===== config.mk =====
export PLATFORM = sky130hd
export DESIGN_NAME = rsc_unit
export DESIGN_NICKNAME = d
export VERILOG_FILES = /design/src/rtl/rsc_adder.v /design/src/rtl/rsc_cr0_gen.v /design/src/rtl/rsc_unit.v
export VERILOG_INCLUDE_DIRS = /design/src /design/src/rtl
export SDC_FILE = /design/constraint.sdc
export NUM_CORES = 1
export LEC_CHECK = 0
export ABC_AREA = 1
export BUFFER_PORTS_ARGS = -buffer_cell sky130_fd_sc_hd__buf_2
export CAP_MARGIN = 25
export CORE_UTILIZATION = 40
export DETAILED_ROUTE_END_ITERATION = 10
export PLACE_DENSITY = 0.68
export SYNTH_ARGS = -nofsm -noshare
export SYNTH_HDL_FRONTEND = slang
export SYNTH_SLANG_ARGS = --single-unit

===== constraint.sdc =====
create_clock -name core_clk -period 3.04 [get_ports core_clk]
set_input_delay 0.912 -clock core_clk [delete_from_list [all_inputs] [get_ports core_clk]]
set_output_delay 0.912 -clock core_clk [all_outputs]
set_load 0.02 [all_outputs]

===== src/rtl/rsc_defines.vh =====
// Purpose: constants for the reverse-subtract carry unit
// Assumes: 32-bit datapath, 125 MHz core clock
// Notes: opcode codes and register offsets are local encodings
`ifndef RSC_DEFINES_VH
`define RSC_DEFINES_VH
`define RSC_XLEN 32
`define RSC_IMM_W 16
`define RSC_OP_W 2
`define RSC_OP_CARRYING 2'h0
`define RSC_OP_EXTENDED 2'h1
`define RSC_OP_IMMEDIATE 2'h2
`define RSC_ADDR_W 4
`define RSC_REG_XER 4'h0
`define RSC_REG_CR0 4'h4
`define RSC_REG_RESULT 4'h8
`define RSC_XER_CA 0
`define RSC_XER_OV 1
`define RSC_XER_SO 2
`define RSC_CR0_SO 0
`define RSC_CR0_EQ 1
`define RSC_CR0_GT 2
`define RSC_CR0_LT 3
`define RSC_XER_RESET 3'h0
`define RSC_CR0_RESET 4'h0
`endif


===== src/rtl/rsc_adder.v =====
// Purpose: three-input adder of inverted first source, second operand and carry-in
// Assumes: combinational, 32-bit operands
// Notes: carry and signed overflow come from the same sum
`timescale 1ns/1ps
`include "rsc_defines.vh"
module rsc_adder (
	input wire [`RSC_XLEN-1:0] first_src_gpr,
	input wire [`RSC_XLEN-1:0] addend,
	input wire cin,
	output wire [`RSC_XLEN-1:0] sum,
	output wire adder_cout,
	output wire oflow
);
	wire [`RSC_XLEN-1:0] inv_a;
	wire [`RSC_XLEN:0] full;
	assign inv_a = ~first_src_gpr;
	assign full = {1'b0, inv_a} + {1'b0, addend} + {{`RSC_XLEN{1'b0}}, cin};
	assign sum = full[`RSC_XLEN-1:0];
	assign adder_cout = full[`RSC_XLEN];
	// signed overflow: like-signed inputs, unlike-signed sum
	assign oflow = (inv_a[`RSC_XLEN-1] == addend[`RSC_XLEN-1]) &&
		(sum[`RSC_XLEN-1] != inv_a[`RSC_XLEN-1]);
endmodule


===== src/rtl/rsc_cr0_gen.v =====
// Purpose: derives condition field 0 from a signed result
// Assumes: combinational
// Notes: summary overflow bit copies the updated sticky flag
`timescale 1ns/1ps
`include "rsc_defines.vh"
module rsc_cr0_gen (
	input wire [`RSC_XLEN-1:0] result,
	input wire so_in,
	output wire [3:0] cr0
);
	wire zero_flag;
	wire negative_flag;
	wire positive_flag;
	assign zero_flag = (result == {`RSC_XLEN{1'b0}});
	assign negative_flag = result[`RSC_XLEN-1];
	assign positive_flag = ~negative_flag & ~zero_flag;
	assign cr0 = {negative_flag, positive_flag, zero_flag, so_in};
endmodule


===== src/rtl/rsc_unit.v =====
// Purpose: reverse-subtract family with carry, flag and condition field update
// Assumes: decoder drives one-cycle op_valid with operands; plain register port
// Notes: result written back one cycle after op_valid
//
// What this block does
// - carrying form writes inverted first source plus second source plus one.
// - every carrying and extended form updates the carry flag.
// - overflow-enable set on a carrying or extended form updates overflow and sticky overflow, else unchanged.
// - record bit set writes negative, positive, zero, summary bits of field 0.
// - extended form adds stored carry, second source and inverted first source.
// - immediate form adds inverted first source, one, sign-extended 16-bit immediate.
// - immediate of minus one yields exactly the inverse of the first source.
// - immediate form has one form and never touches condition field 0.
// - immediate form always updates the carry flag.
// - legacy aliases behave identically, four forms chosen by overflow and record bits.
// - operands and results are 32-bit two's-complement for signed flags.
//
// Local design decisions: the address-and-strobe port and the placing of the registers.
`timescale 1ns/1ps
`include "rsc_defines.vh"
module rsc_unit (
	input wire core_clk,
	input wire rst_n,
	input wire op_valid,
	input wire [`RSC_OP_W-1:0] op_kind,
	input wire legacy_reverse_sub_carrying,
	input wire oe_flag,
	input wire record_flag,
	input wire [4:0] dest_gpr_index,
	input wire [`RSC_XLEN-1:0] first_src_gpr,
	input wire [`RSC_XLEN-1:0] second_src_gpr,
	input wire [`RSC_IMM_W-1:0] imm_value,
	input wire [`RSC_ADDR_W-1:0] reg_addr,
	input wire [`RSC_XLEN-1:0] reg_wdata,
	input wire reg_wr,
	input wire reg_rd,
	output reg [`RSC_XLEN-1:0] reg_rdata,
	output reg wb_valid,
	output reg [4:0] wb_index,
	output reg [`RSC_XLEN-1:0] wb_data,
	output reg adder_cout,
	output reg oflow_flag,
	output reg sum_oflow,
	output reg [3:0] cr0
);
	wire [`RSC_XLEN-1:0] addend;
	wire cin;
	wire [`RSC_XLEN-1:0] sum;
	wire add_cout;
	wire add_ov;
	wire so_next;
	wire [3:0] cr0_calc;
	wire is_imm;
	wire op_ok;
	reg [`RSC_XLEN-1:0] last_result_r;

	function [`RSC_XLEN-1:0] sext_imm;
		input [`RSC_IMM_W-1:0] v;
		begin
			sext_imm = {{(`RSC_XLEN-`RSC_IMM_W){v[`RSC_IMM_W-1]}}, v};
		end
	endfunction

	// legacy alias shares the encoding path; it only marks the spelling
	assign op_ok = op_valid && (op_kind != 2'h3);
	assign is_imm = (op_kind == `RSC_OP_IMMEDIATE);
	// immediate -1 plus 1 cancels, leaving ~first_src_gpr exactly
	assign addend = is_imm ? sext_imm(imm_value) : second_src_gpr;
	assign cin = (op_kind == `RSC_OP_EXTENDED) ? adder_cout : 1'b1;

	rsc_adder u_add (
		.first_src_gpr(first_src_gpr),
		.addend(addend),
		.cin(cin),
		.sum(sum),
		.adder_cout(add_cout),
		.oflow(add_ov)
	);

	assign so_next = sum_oflow | (oe_flag && !is_imm && add_ov);

	rsc_cr0_gen u_cr0 (
		.result(sum),
		.so_in(so_next),
		.cr0(cr0_calc)
	);

	always @(posedge core_clk or negedge rst_n) begin
		if (!rst_n) begin
			wb_valid <= 1'b0;
			wb_index <= 5'h00;
			wb_data <= 32'h0000_0000;
			last_result_r <= 32'h0000_0000;
		end else begin
			wb_valid <= op_ok;
			if (op_ok) begin
				wb_index <= dest_gpr_index;
				wb_data <= sum;
				last_result_r <= sum;
			end
		end
	end

	// flags: instruction update wins over a same-cycle software write
	always @(posedge core_clk or negedge rst_n) begin
		if (!rst_n) begin
			adder_cout <= 1'b0;
			oflow_flag <= 1'b0;
			sum_oflow <= 1'b0;
			cr0 <= `RSC_CR0_RESET;
		end else begin
			if (reg_wr && reg_addr == `RSC_REG_XER) begin
				adder_cout <= reg_wdata[`RSC_XER_CA];
				oflow_flag <= reg_wdata[`RSC_XER_OV];
				sum_oflow <= reg_wdata[`RSC_XER_SO];
			end
			if (reg_wr && reg_addr == `RSC_REG_CR0)
				cr0 <= reg_wdata[3:0];
			if (op_ok) begin
				adder_cout <= add_cout;
				if (oe_flag && !is_imm) begin
					oflow_flag <= add_ov;
					sum_oflow <= so_next;
				end
				if (record_flag && !is_imm)
					cr0 <= cr0_calc;
			end
		end
	end

	always @(posedge core_clk or negedge rst_n) begin
		if (!rst_n) begin
			reg_rdata <= 32'h0000_0000;
		end else if (reg_rd) begin
			case (reg_addr)
				`RSC_REG_XER: reg_rdata <= {29'h0, sum_oflow, oflow_flag, adder_cout};
				`RSC_REG_CR0: reg_rdata <= {28'h0, cr0};
				`RSC_REG_RESULT: reg_rdata <= last_result_r;
				default: reg_rdata <= 32'h0000_0000;
			endcase
		end else begin
			reg_rdata <= 32'h0000_0000;
		end
	end
endmodule


## After elaboration in Yosys (flattened, before gate mapping)

Index checks and enable logic that the tools add are counted.

| cells by class | value |
|---|---|
| add/subtract/negate cells | 2 |
| $mul | 0 |
| div/mod/pow operators | 0 |
| $lt $le $gt $ge | 0 |
| equal/unequal tests | 7 |
| shift-type cells | 0 |
| multiplexer cells | 15 |
| bitwise operators | 5 |
| reduce and logical (&&, ||, !) cells | 11 |

Operators with widths:

| cell | number |
|---|---|
| one-hot mux 32 bit (3 select lines) | 1 |
| 2-to-1 mux 32 bit | 2 |
| adder 32 x 32 -> 33 bit | 1 |
| adder 33 x 1 -> 33 bit | 1 |
| logical NOT 32 bit | 1 |
| NOT 32 bit | 1 |
| 2-to-1 mux 4 bit | 3 |
| 2-to-1 mux 1 bit | 9 |
| logical AND 1 bit | 7 |
| equality test 4 x 3 -> 1 bit, second input constant | 1 |
| equality test 4 bit, second input constant | 1 |
| logical NOT 4 bit | 1 |
| equality test 2 x 1 -> 1 bit, second input constant | 1 |
| equality test 2 bit, second input constant | 1 |
| != test 2 bit, second input constant | 1 |
| NOT 1 bit | 2 |
| nonzero test 2 bit | 1 |
| bitwise AND 1 bit | 1 |
| equality test 1 bit | 1 |
| logical NOT 1 bit | 1 |
| != test 1 bit | 1 |
| OR 1 bit | 1 |

| storage, ports and cells | value |
|---|---|
| bits in registers | 77 |
| bits in latches | 0 |
| memory bits (writable) | 0 |
| bits in read-only memories | 0 |
| input bits | 131 |
| output and inout port bits | 77 |
| word-level logic and storage cells | 48 |
| memories | 0 |

## Depth between registers and ports, before layout

Gate-level depths: netlist of the first run.

| logic depth | value |
|---|---|
| depth in word-level cells | 10 |
| depth in mapped cells | 25 |

## Modules after synthesis

A second synthesis of the first run with hierarchy kept.

| second synthesis, totals | value |
|---|---|
| cell total of the unflattened synthesis | 909 |
| area, all modules | 5828.1 um^2 |

By module, submodules not included:

| module | times used | cells each | area an instance (um^2) |
|---|---|---|---|
| rsc_unit | 1 | 402 | 3294.4 |
| rsc_adder | 1 | 471 | 2376.0 |
| rsc_cr0_gen | 1 | 36 | 157.7 |

## Least setup slack after synthesis of the first run

No wires, ideal clock.

| path | value |
|---|---|
| path kind | in2reg |
| from | in op_kind[1] |
| to | reg cr0[2] |
| library setup time | 0.121 ns |
| arrival time | 3.381 ns |
| required time | 2.919 ns |
| setup slack | -0.462 ns |
| stages | 23 |
| path through | inv_1 -> nor2_2 -> inv_1 -> or2_1 -> clkbuf_1 -> clkbuf_1 -> o21ai_0 -> inv_1 -> ha_1 -> nand2_1 -> inv_1 -> nand2_1 -> nand3_1 -> a21oi_1 -> nor2_1 -> nor2_1 -> nand3_1 -> nand2_1 -> nand2_1 -> nor2_1 -> nand3_2 -> nand3_1 -> nand2_1 |

| on the way | value |
|---|---|
| cells in the longest elaborated chain, start to end | 9 |
| elaborated cells on any way between the ends | 16 |

RTL lines:

| what | RTL line | text |
|---|---|---|
| from (decl) | rsc_unit.v:25 | `` input wire [`RSC_OP_W-1:0] op_kind, `` |
| equality test 2 bit (no line) | n/a |  |
| 2-to-1 mux 32 bit | rsc_unit.v:68 | `assign addend = is_imm ? sext_imm(imm_value) : second_src_gpr;` |
| adder 32 x 32 -> 33 bit | rsc_adder.v:17 | `` assign full = {1'b0, inv_a} + {1'b0, addend} + {{`RSC_XLEN{1'b0}}, cin}; `` |
| adder 33 x 1 -> 33 bit | rsc_adder.v:17 |  |
| logical NOT 32 bit | rsc_cr0_gen.v:14 | `` assign zero_flag = (result == {`RSC_XLEN{1'b0}}); `` |
| NOT 1 bit | rsc_cr0_gen.v:16 | `assign positive_flag = ~negative_flag & ~zero_flag;` |
| bitwise AND 1 bit | rsc_cr0_gen.v:16 |  |
| 2-to-1 mux 4 bit | rsc_unit.v:125 | `if (record_flag && !is_imm)` |
| 2-to-1 mux 4 bit (*) | rsc_unit.v:119 | `if (op_ok) begin` |
| to (signal assigned) | rsc_unit.v:110 | `` cr0 <= `RSC_CR0_RESET; `` |
| to (signal assigned) | rsc_unit.v:118 | `cr0 <= reg_wdata[3:0];` |
| to (signal assigned) | rsc_unit.v:126 | `cr0 <= cr0_calc;` |
| to (decl) | rsc_unit.v:44 | `output reg [3:0] cr0` |

Every way passes the cells marked *; elsewhere a longest branch is shown, timed or not.
A chain may end at the register's enable or synchronous reset.

## Worst setup path after layout of the first run

Same ends and word-level chain as after synthesis.

==> results.cfg, run 1 <==
[worst_setup_path]
reg2reg_to = cr0[2]$_DFF_PN0_
r2r-start = adder_cout$_DFFE_PN0P_
r2r_slack_ns = 0.40
worstPathCellList = buf_12 > inv_12 > nor2_4 > buf_6 > mux2i_4 > fa_2 > inv_2 > fa_2 > nand3_2 > nand2_4 > buf_4 > nand4_1 > nand3_1 > nand2_1 > nand2_2 > nor2_1 > nand2_1 > nor2_2 > nand3_2 > nand3_2 > nand2_1
slowest_stage = fa_2
slowest_delay_ns = 0.37
cp.required_ns = 3.26
crit_fanout = 4
path_class = input port to flip-flop
worstSetupStartpointType = input port
rr_worst_depth = 17
arrival_ns = 3.45
end_kind = flip-flop

[cts]
h-tree-depth = 3
insertion_delay_ns = 0.33
cts_hold_buf = 0
cts.sinks = 77
clkTransAtPathRegs_ns = 0.06
cts_root_buf = clkbuf_16
tritoncts = built
numCtsBuffers = 9
max-clock-path-buffers = 2

[min_path]
hold_end = wb_index[2]$_DFFE_PN0P_
min_path_type = flip-flop to flip-flop
min_delay_path_depth = 2
hp-start = wb_index[2]$_DFFE_PN0P_

[timing]
slew-limit-headroom_pct = 57.1
fin_ws_ns = -0.187
slew_violations = 0
fin_crit_sh_pct = 106
hold_viol = 0
rsz0062_at_grt = true
tightest_slew_ns = 0.643
setup_violations = 5
skew_ns = 0.00489
min_period_ns = 3.23
fmax_mhz = 310

[layout]
layout.cells.non_filler = 1437
final_area_um2 = 8900
seq_area_um2 = 1930
multi_input_area_um2 = 3890
final_layout_size_suffix_gt1_share_pct = 37.4
layout_commonest_cell = nand2_1
nFillCells = 1392
nets = 1412
final_core_util_pct = 61.0
antenna_cells = 0
syn_to_final_growth_pct = 48.6
layout_common_cells = nand2_1, inv_1, buf_2

[yosys]
synth_nets = 1130
synth-seq-cells = 77
synthXorXnorAreaFrac_pct = 1.32
synthSimpleGateAreaFrac_pct = 36.5
ys_seq_area_share_pct = 32.2
synth_adder_area_share_pct = 7.14
synth_cells = 966
syn_area_per_cell_um2 = 6.20
synth_compound_area_share_pct = 8.40
muxShareOfSynthArea_pct = 0.167
synth_top_family_by_area = simple AND/OR/NAND/NOR gates
synth_area_um2 = 5990
synth_cell_types = 35
yosysWarnings = 0

[global_routing]
grt_max_degree = 47
grt-ovfl-total = 0
grt_use_total_pct = 23.2
grt_pass1_vias = 6020
grt_pass1_wl_um = 29200
antenna_found_initial = 0

[placed_design]
placedCellCount = 1414
preCtsSetupSlack_ns = -0.822
gp_congestion = 0.923
placed_area_um2 = 7990
hpwl_um = 14300
port_buffers = 178

[drt]
drt-total-wl_um = 18400
wl_per_cell_um = 12.8
ant_nets = 0
firstDrtPassIters = 4
drc = 0
drt-initial-drc-count = 272
vias = 6568
viasPerCell = 4.57

[power_and_ir_drop]
combPwrFrac_pct = 46.3
seqPwrFrac_pct = 30.6
peakVddDrop_uv = 350
internal_power_mw = 2.51
cellLeakagePower_nw = 5.18
power_density_nw_per_um2 = 463
power_switching_mw = 1.61
swShare_pct = 39.1
pwr-share-clk_pct = 23.1

[floorplan]
dieArea_um2 = 15500
ios = 208
start_util_pct = 41.1
row_count = 44
die_width_um = 124
chipHeight_um = 124
fp.coreArea_um2 = 14600

[flow_run]
cap_violations = 0

[run_status]
violations = setup timing
status = finished, violations left
## cell usage after synthesis, drive strengths merged
cell type,n,share of area (%)
o22ai,1,0.10
fa,2,0.67
a21oi,24,2.1
xor2,4,0.58
nand3,43,3.8
nand3b,1,0.13
or2,2,0.21
nand2,360,24
dfrtp,77,32
a31oi,4,0.42
and2,3,0.36
clkbuf,16,1.0
mux2i,1,0.17
xnor2,5,0.73
nor3,10,1.0
inv,211,13
nand4,9,0.94
a21boi,1,0.13
clkinv,2,0.13
ha,31,6.5
o211ai,5,0.63
nor2,94,6.5
o21ai,59,4.9
o21bai,1,0.13
## layout make-up
cell class	count	share of cell area, %
Clock buffer	9	2.53
Clock inverter	7	0.478
Inverter	213	9.15
Multi-Input combinational cell	661	43.7
Sequential cell	77	21.6
Tap cell	184	2.59
Timing Repair Buffer	286	19.9
## layer usage
metal  part of all wire (%)  vias to the layer above  track usage [%]
li1                       -                     3472                -
met1                     47                     2908             31.9
met2                     48                      172             39.3
met3                    4.1                       16             2.41
met4                    1.4                        0             4.82
met5                      0                        -                0
## stage by stage
step / hold slack (ns) / TNS, ns / power, mW
6_report: 0.475 / -0.448 / 4.12
3_5_place_dp: 0.464 / -15.23 / 2.98
3_3_place_gp: 0.458 / -13.73 / 2.96
2_1_floorplan: 0.591 / -0.908 / 2.23
5_1_grt: 0.505 / -1.99 / 4.39
4_1_cts: 0.476 / -0.297 / 4.05
## worst max-delay path: cells and delay by family
| family | cells | cell delay (ns) |
|---|---|---|
| adders and majority gates | 2 | 0.60 |
| buffers and inverters | 5 | 0.47 |
| muxes | 1 | 0.25 |
| and+or+nand+nor | 13 | 1.20 |
## timing repair
| action | in CTS | in global routing |
|---|---|---|
| resized for setup | 81 | 58 |
| hold endpoints to repair | 0 | 0 |
| cloned | 1 | 1 |
| endpoints found under the setup margin | 25 | 22 |
| pin swaps | 37 | 21 |
| buffers inserted | 5 | 1 |
## sequential cells by signal, indices dropped and copies added (netlist names)
name	count
wb_index	5
oflow_flag	1
wb_valid	1
adder_cout	1
reg_rdata	32
last_result_r	32
cr0	4
sum_oflow	1
## kinds of logic (layout without fill, tap and decap cells)
kind of cell             after synthesis  after routing
AO/OA/AOI/OAI                         95             95
XOR/XNOR                               9              9
adder cells (fa/ha/maj)               33             33
buffers and inverters                229            515
flip-flops                            77             77
multiplexers                           1              1
AND/OR/NAND/NOR                      522            523
## power groups by stage
stage / Combinational, mW / Clock, mW / Sequential (mW)
finish: 1.91 / 0.952 / 1.26
global route: 2.09 / 1.02 / 1.28
CTS: 1.81 / 0.973 / 1.26
detailed placement: 1.70 / 0 / 1.28
global placement: 1.68 / 0 / 1.28
floorplan: 0.803 / 0 / 1.43
## how the worst max path moves through the flow
stage | from | end | slack (ns)
detailed placement | op_kind[1] | cr0[2]$_DFF_PN0_ | -0.82
floorplan | op_kind[1] | cr0[2]$_DFF_PN0_ | -0.27
finish | op_kind[1] | cr0[2]$_DFF_PN0_ | -0.19
CTS | op_kind[0] | cr0[2]$_DFF_PN0_ | -0.14
global route | op_kind[1] | cr0[2]$_DFF_PN0_ | -0.34
global placement | op_kind[1] | cr0[2]$_DFF_PN0_ | -0.77
(Power assumes the default switching activity.)
==> inputs of run 2 (changes only) <==
--- a/config.mk
+++ b/config.mk
@@ -6,12 +6,12 @@
 export SDC_FILE = /design/constraint.sdc
 export NUM_CORES = 1
 export LEC_CHECK = 0
-export ABC_AREA = 1
+export ABC_AREA = 0
 export BUFFER_PORTS_ARGS = -buffer_cell sky130_fd_sc_hd__buf_2
 export CAP_MARGIN = 25
 export CORE_UTILIZATION = 40
 export DETAILED_ROUTE_END_ITERATION = 10
-export PLACE_DENSITY = 0.68
+export PLACE_DENSITY = 0.7
 export SYNTH_ARGS = -nofsm -noshare
 export SYNTH_HDL_FRONTEND = slang
 export SYNTH_SLANG_ARGS = --single-unit
==> run 2 against run 1 <==
Effect of this change: the run still ends with setup timing left; register-to-register slack lost 0.71 ns; die area shrank 12%; sequential share of layout area increased by 0.76 points; cell area decreased by 3.4%; worst setup slack worse by 0.53 ns; synthesized cell count shrank 35%; hold slack got worse by 0.0061 ns; critical path type unchanged; critical endpoint unchanged; largest cell class unchanged; highest routed layer unchanged.
==> results.cfg, run 2 <==
[run_status]
status = finished, violations left
violations = setup timing

[yosys]
synth_top_area_share_pct = 36.6
synthArstFlopShare_pct = 100
synth_nets = 788
syn_area_per_cell_um2 = 8.44
synth_area_leaders = dfrtp_1, nand2_1, ha_1
yosysWarnings = 0
ys_top_cells_by_count = nand2_1, dfrtp_1, a21oi_1
synth_cell_types = 61
synth_cells = 624
yosys.area.top_type = dfrtp_1
synth-edff-count = 0
synth_area_um2 = 5270
synth-seq-cells = 77
ys_seq_area_share_pct = 36.6
ys.flop_type = dfrtp_1
yosysMostFrequentCell = nand2_1

[power_and_ir_drop]
power_density_nw_per_um2 = 496
power_switching_mw = 1.58
peakVddDrop_uv = 289
pwr-share-clk_pct = 22.1
seqPwrFrac_pct = 30.6
internal_power_mw = 2.69
swShare_pct = 37.0
cellLeakagePower_nw = 4.45
combPwrFrac_pct = 47.3
p_total_mw = 4.27

[timing]
tns_ns = -9.71
fin_crit_sh_pct = 124
hold_viol = 0
tightest_slew_ns = 0.537
rsz0062_at_grt = true
min_period_ns = 3.76
slew-limit-headroom_pct = 64.2
setup_violations = 27
slew_violations = 0
fmax_mhz = 266
hold_ws_ns = 0.469
skew_ns = 0.00309
fin_ws_ns = -0.716

[placed_design]
preCtsSetupSlack_ns = -1.12
hpwl_um = 12800
gp_congestion = 0.879
port_buffers = 178

[min_path]
min_path_type = flip-flop to flip-flop

[layout]
final_core_util_pct = 67.6
layout_common_cells = buf_2, buf_4, nand2_1
nets = 1114
layout_commonest_cell = buf_2
syn_to_final_growth_pct = 63.2
top_regs = last_result_r x32, reg_rdata x32, wb_index x5
nFillCells = 1043
final_layout_size_suffix_gt1_share_pct = 50.6
antenna_cells = 0

[cts]
cts_hold_buf = 0
clkTransAtPathRegs_ns = 0.05
numCtsBuffers = 9
cts.sinks = 77
insertion_delay_ns = 0.33
max-clock-path-buffers = 2
tritoncts = built
cts_root_buf = clkbuf_16
h-tree-depth = 3

[floorplan]
ios = 208
dieArea_um2 = 13600
die_width_um = 117
row_count = 41
start_util_pct = 41.4
fp.coreArea_um2 = 12700
chipHeight_um = 117

[drt]
drt-total-wl_um = 17100
firstDrtPassIters = 5
drc = 0
ant_nets = 0
viasPerCell = 5.08
drt-initial-drc-count = 277
wl_per_cell_um = 15.1
vias = 5725

[global_routing]
grt-ovfl-total = 0
grt_use_total_pct = 26.0
antenna_found_initial = 0
grt_max_degree = 43
grt_pass1_wl_um = 27400
grt_pass1_vias = 5747

[worst_setup_path]
cp.required_ns = 3.25
end_kind = flip-flop
worstSetupStartpointType = input port
slowest_delay_ns = 0.36
arrival_ns = 3.96
crit_fanout = 5
cpMostUsedCell = fa_2
slowest_stage = fa_2
worstPathCellList = buf_8 > nand2b_4 > mux2i_4 > fa_2 > inv_2 > fa_2 > a211oi_4 > buf_4 > o21ai_1 > xnor2_1 > nand4_1 > nor4_2 > and4b_1 > and4_1 > a21oi_1
path_class = input port to flip-flop

[flow_run]
cap_violations = 0
## run 2: cell types whose count changed after synthesis, moves of 23 or more
cell     previous run  this run
a21oi_1            23        48
and2_1              2        34
inv_1             207        39
mux2_2              0        23
nand2_1           339       126
nand3_1            40         9
nor2_1             82        29
## run 2: logic make-up (layout without fill, tap and decap cells)
kind of cell,after synthesis,count (layout),synth area share (%)
AND/OR/NAND/NOR,250,251,22.4
AO/OA/AOI/OAI,152,152,18.3
flip-flops,77,77,36.6
buffers and inverters,58,388,4.28
adder cells (fa/ha/maj),33,33,8.12
multiplexers,33,33,6.82
XOR/XNOR,21,21,3.49
## run 2: path summary, 6_finish.rpt
path	startpoint	cells past startpoint	slack, ns	end
worst min register to register	wb_index[3]$_DFFE_PN0P_	2	0.47	wb_index[3]$_DFFE_PN0P_
worst min-delay path	wb_index[3]$_DFFE_PN0P_	2	0.47	wb_index[3]$_DFFE_PN0P_
worst max register to register	adder_cout$_DFFE_PN0P_	14	-0.31	cr0[2]$_DFF_PN0_
min in group asynchronous	rst_n	1	0.56	oflow_flag$_DFF_PN0_
worst max-delay path	op_kind[0]	15	-0.72	cr0[2]$_DFF_PN0_
max in group asynchronous	rst_n	2	1.78	cr0[2]$_DFF_PN0_
## run 2: layer usage
layer,GRT usage [%],part of all wire [%]
met1,32.8,44
met2,44.4,48
met3,4.62,6.0
met4,9.54,2.6
met5,0,0
## run 2: final cells by class
type | instances | area (um^2) | share of cell area, %
Tap cell | 172 | 215 | 2.50
Clock inverter | 5 | 27.5 | 0.320
Inverter | 40 | 150 | 1.75
Clock buffer | 11 | 233 | 2.71
Multi-Input combinational cell | 490 | 3890 | 45.3
Sequential cell | 77 | 1930 | 22.4
Timing Repair Buffer | 332 | 2150 | 25.0
## run 2: repair_timing
| item | CTS | global route |
|---|---|---|
| gates cloned | 1 | 0 |
| setup buffers | 23 | 5 |
| endpoints found under the setup margin | 28 | 30 |
| gates resized for setup | 90 | 45 |
| pin swaps | 46 | 32 |
## run 2: power by group through the flow
| stage | registers [mW] | clock network [mW] | logic [mW] |
|---|---|---|---|
| 6_report | 1.30 | 0.943 | 2.02 |
| 2_1_floorplan | 1.48 | 0 | 0.752 |
| 4_1_cts | 1.30 | 0.959 | 1.89 |
| 3_5_place_dp | 1.32 | 0 | 1.70 |
| 3_3_place_gp | 1.31 | 0 | 1.68 |
| 5_1_grt | 1.32 | 1.00 | 2.19 |
## run 2: critical path: cells and delay by family
family	cells	cell delay, ns
adder cells (fa/ha/maj)	2	0.59
XOR/XNOR	1	0.25
AO/OA/AOI/OAI	3	0.54
multiplexers	1	0.25
AND/OR/NAND/NOR	5	1.12
buffers and inverters	3	0.29
## run 2: through the flow
stage	area (um^2)	instances
2_1_floorplan	5490	624
3_3_place_gp	7500	1087
3_5_place_dp	7500	1087
4_1_cts	8350	1122
5_1_grt	8600	1127
6_report	8600	1127
==> inputs of run 3 (changes only) <==
--- a/config.mk
+++ b/config.mk
@@ -9,9 +9,9 @@
 export ABC_AREA = 0
 export BUFFER_PORTS_ARGS = -buffer_cell sky130_fd_sc_hd__buf_2
 export CAP_MARGIN = 25
-export CORE_UTILIZATION = 40
+export CORE_UTILIZATION = 45
 export DETAILED_ROUTE_END_ITERATION = 10
-export PLACE_DENSITY = 0.7
+export PLACE_DENSITY = 0.77
 export SYNTH_ARGS = -nofsm -noshare
 export SYNTH_HDL_FRONTEND = slang
 export SYNTH_SLANG_ARGS = --single-unit
==> run 3 against run 2 <==
Effect of this change: the flow finishes with violations (DRC, setup timing); maximum frequency decreased by 2.9%; count of clock-buffer cells in the layout is 1 higher; sequential power barely moved; clock power is 3.8% higher; flip-flop and latch count unchanged; die area is 11% lower; power increased by 1.8%; clock skew is 0.0039 ns higher.
==> results.cfg, run 3 (synthesis results as in run 2) <==
[drt]
wl_per_cell_um = 17.2
drt-initial-drc-count = 423
drt-total-wl_um = 18700
vias = 5963
ant_nets = 0
firstDrtPassIters = 8
viasPerCell = 5.49
drc = 2

[global_routing]
antenna_found_initial = 0
grt_max_degree = 47
grt_use_total_pct = 29.9
grt_pass1_vias = 5834
grt_pass1_wl_um = 27900
grt-ovfl-total = 0

[flow_run]
cap_violations = 0

[timing]
tightest_slew_ns = 0.608
rsz0062_at_grt = true
hold_ws_ns = 0.470
slew_violations = 0
min_period_ns = 3.87
fin_crit_sh_pct = 127
setup_violations = 30
hold_viol = 0
fmax_mhz = 259
tns_ns = -13.52
fin_ws_ns = -0.828
skew_ns = 0.00702
slew-limit-headroom_pct = 59.4

[cts]
h-tree-depth = 3
tritoncts = built
cts.sinks = 77
cts_root_buf = clkbuf_16
max-clock-path-buffers = 2
numCtsBuffers = 9
clkTransAtPathRegs_ns = 0.05
insertion_delay_ns = 0.34
cts_hold_buf = 0

[floorplan]
ios = 208
die_width_um = 110
chipHeight_um = 110
fp.coreArea_um2 = 11400
row_count = 39
dieArea_um2 = 12100
start_util_pct = 46.1

[worst_setup_path]
arrival_ns = 4.14
worstSetupStartpointType = input port
end_kind = flip-flop
cp.required_ns = 3.31
path_class = input port to flip-flop
crit_fanout = 4

[layout]
final_layout_size_suffix_gt1_share_pct = 49.5
antenna_cells = 0
layout_commonest_cell = buf_2
syn_to_final_growth_pct = 60.3
top_regs = last_result_r x32, reg_rdata x32, wb_index x5
layout_common_cells = buf_2, buf_4, nand2_1
nets = 1104

[power_and_ir_drop]
power_density_nw_per_um2 = 514
cellLeakagePower_nw = 4.40
p_total_mw = 4.34
peakVddDrop_uv = 472

[run_status]
violations = DRC, setup timing
status = finished, violations left

[placed_design]
hpwl_um = 13400
gp_congestion = 0.892
port_buffers = 178
preCtsSetupSlack_ns = -1.14

[min_path]
min_path_type = flip-flop to flip-flop
[run 3: critical path, stage by stage]
cell,delay (ns)
buf_8,0.10
nand2b_4,0.17
mux2i_4,0.20
fa_2,0.38
buf_4,0.15
buf_4,0.12
nand3b_1,0.26
a211oi_4,0.36
buf_6,0.16
o21ai_1,0.09
a22oi_1,0.22
nand4_1,0.22
nor4_2,0.18
and4b_1,0.25
and4_4,0.22
a31o_1,0.14
[run 3: worst paths after layout]
| kind | slack (ns) | cells after the start | end | startpoint |
|---|---|---|---|---|
| max | -0.83 | 16 | cr0[1]$_DFF_PN0_ | op_kind[0] |
| min | 0.47 | 2 | wb_index[4]$_DFFE_PN0P_ | wb_index[4]$_DFFE_PN0P_ |
| max reg2reg | -0.42 | 13 | cr0[1]$_DFF_PN0_ | adder_cout$_DFFE_PN0P_ |
| min reg2reg | 0.47 | 2 | wb_index[4]$_DFFE_PN0P_ | wb_index[4]$_DFFE_PN0P_ |
| max in group asynchronous | 1.84 | 2 | wb_index[0]$_DFFE_PN0P_ | rst_n |
| min in group asynchronous | 0.58 | 1 | last_result_r[29]$_DFFE_PN0P_ | rst_n |
[run 3: layout make-up]
type | instances | area (um^2)
clock buffer | 12 | 256
fill | 833 | 2970
multi-input combinational | 489 | 3860
tap | 143 | 179
inverter | 40 | 150
clock inverter | 2 | 10.0
sequential | 77 | 1930
timing repair buffer | 323 | 2060
[run 3: where the power goes]
group          leakage [nW]  total (mW)  internal (mW)  switching (mW)
Sequential            0.990        1.31           1.18           0.136
Clock                 0.134       0.979          0.585           0.394
Combinational          3.28        2.05          0.957            1.09
Total                  4.40        4.34           2.72            1.62
[run 3: timing repair]
item	CTS	global route
resized for setup	61	57
setup buffers	12	16
pin swaps	23	41
setup endpoints to repair	28	30
[run 3: metrics by stage]
stage          utilization (%)  instances  cell area, um^2
3_3_place_gp              65.0       1050             7420
3_5_place_dp              65.0       1050             7420
2_1_floorplan                -        624             5490
5_1_grt                   74.0       1086             8440
4_1_cts                   70.6       1073             8070
6_report                  74.0       1086             8440
[run 3: metal layers]
layer,track usage (%),vias up,share of wire (%)
met2,53.3,279,50
met4,10.6,0,3.0
met5,0,-,0
met1,36.7,2814,42
li1,-,2811,-
met3,4.29,59,5.7
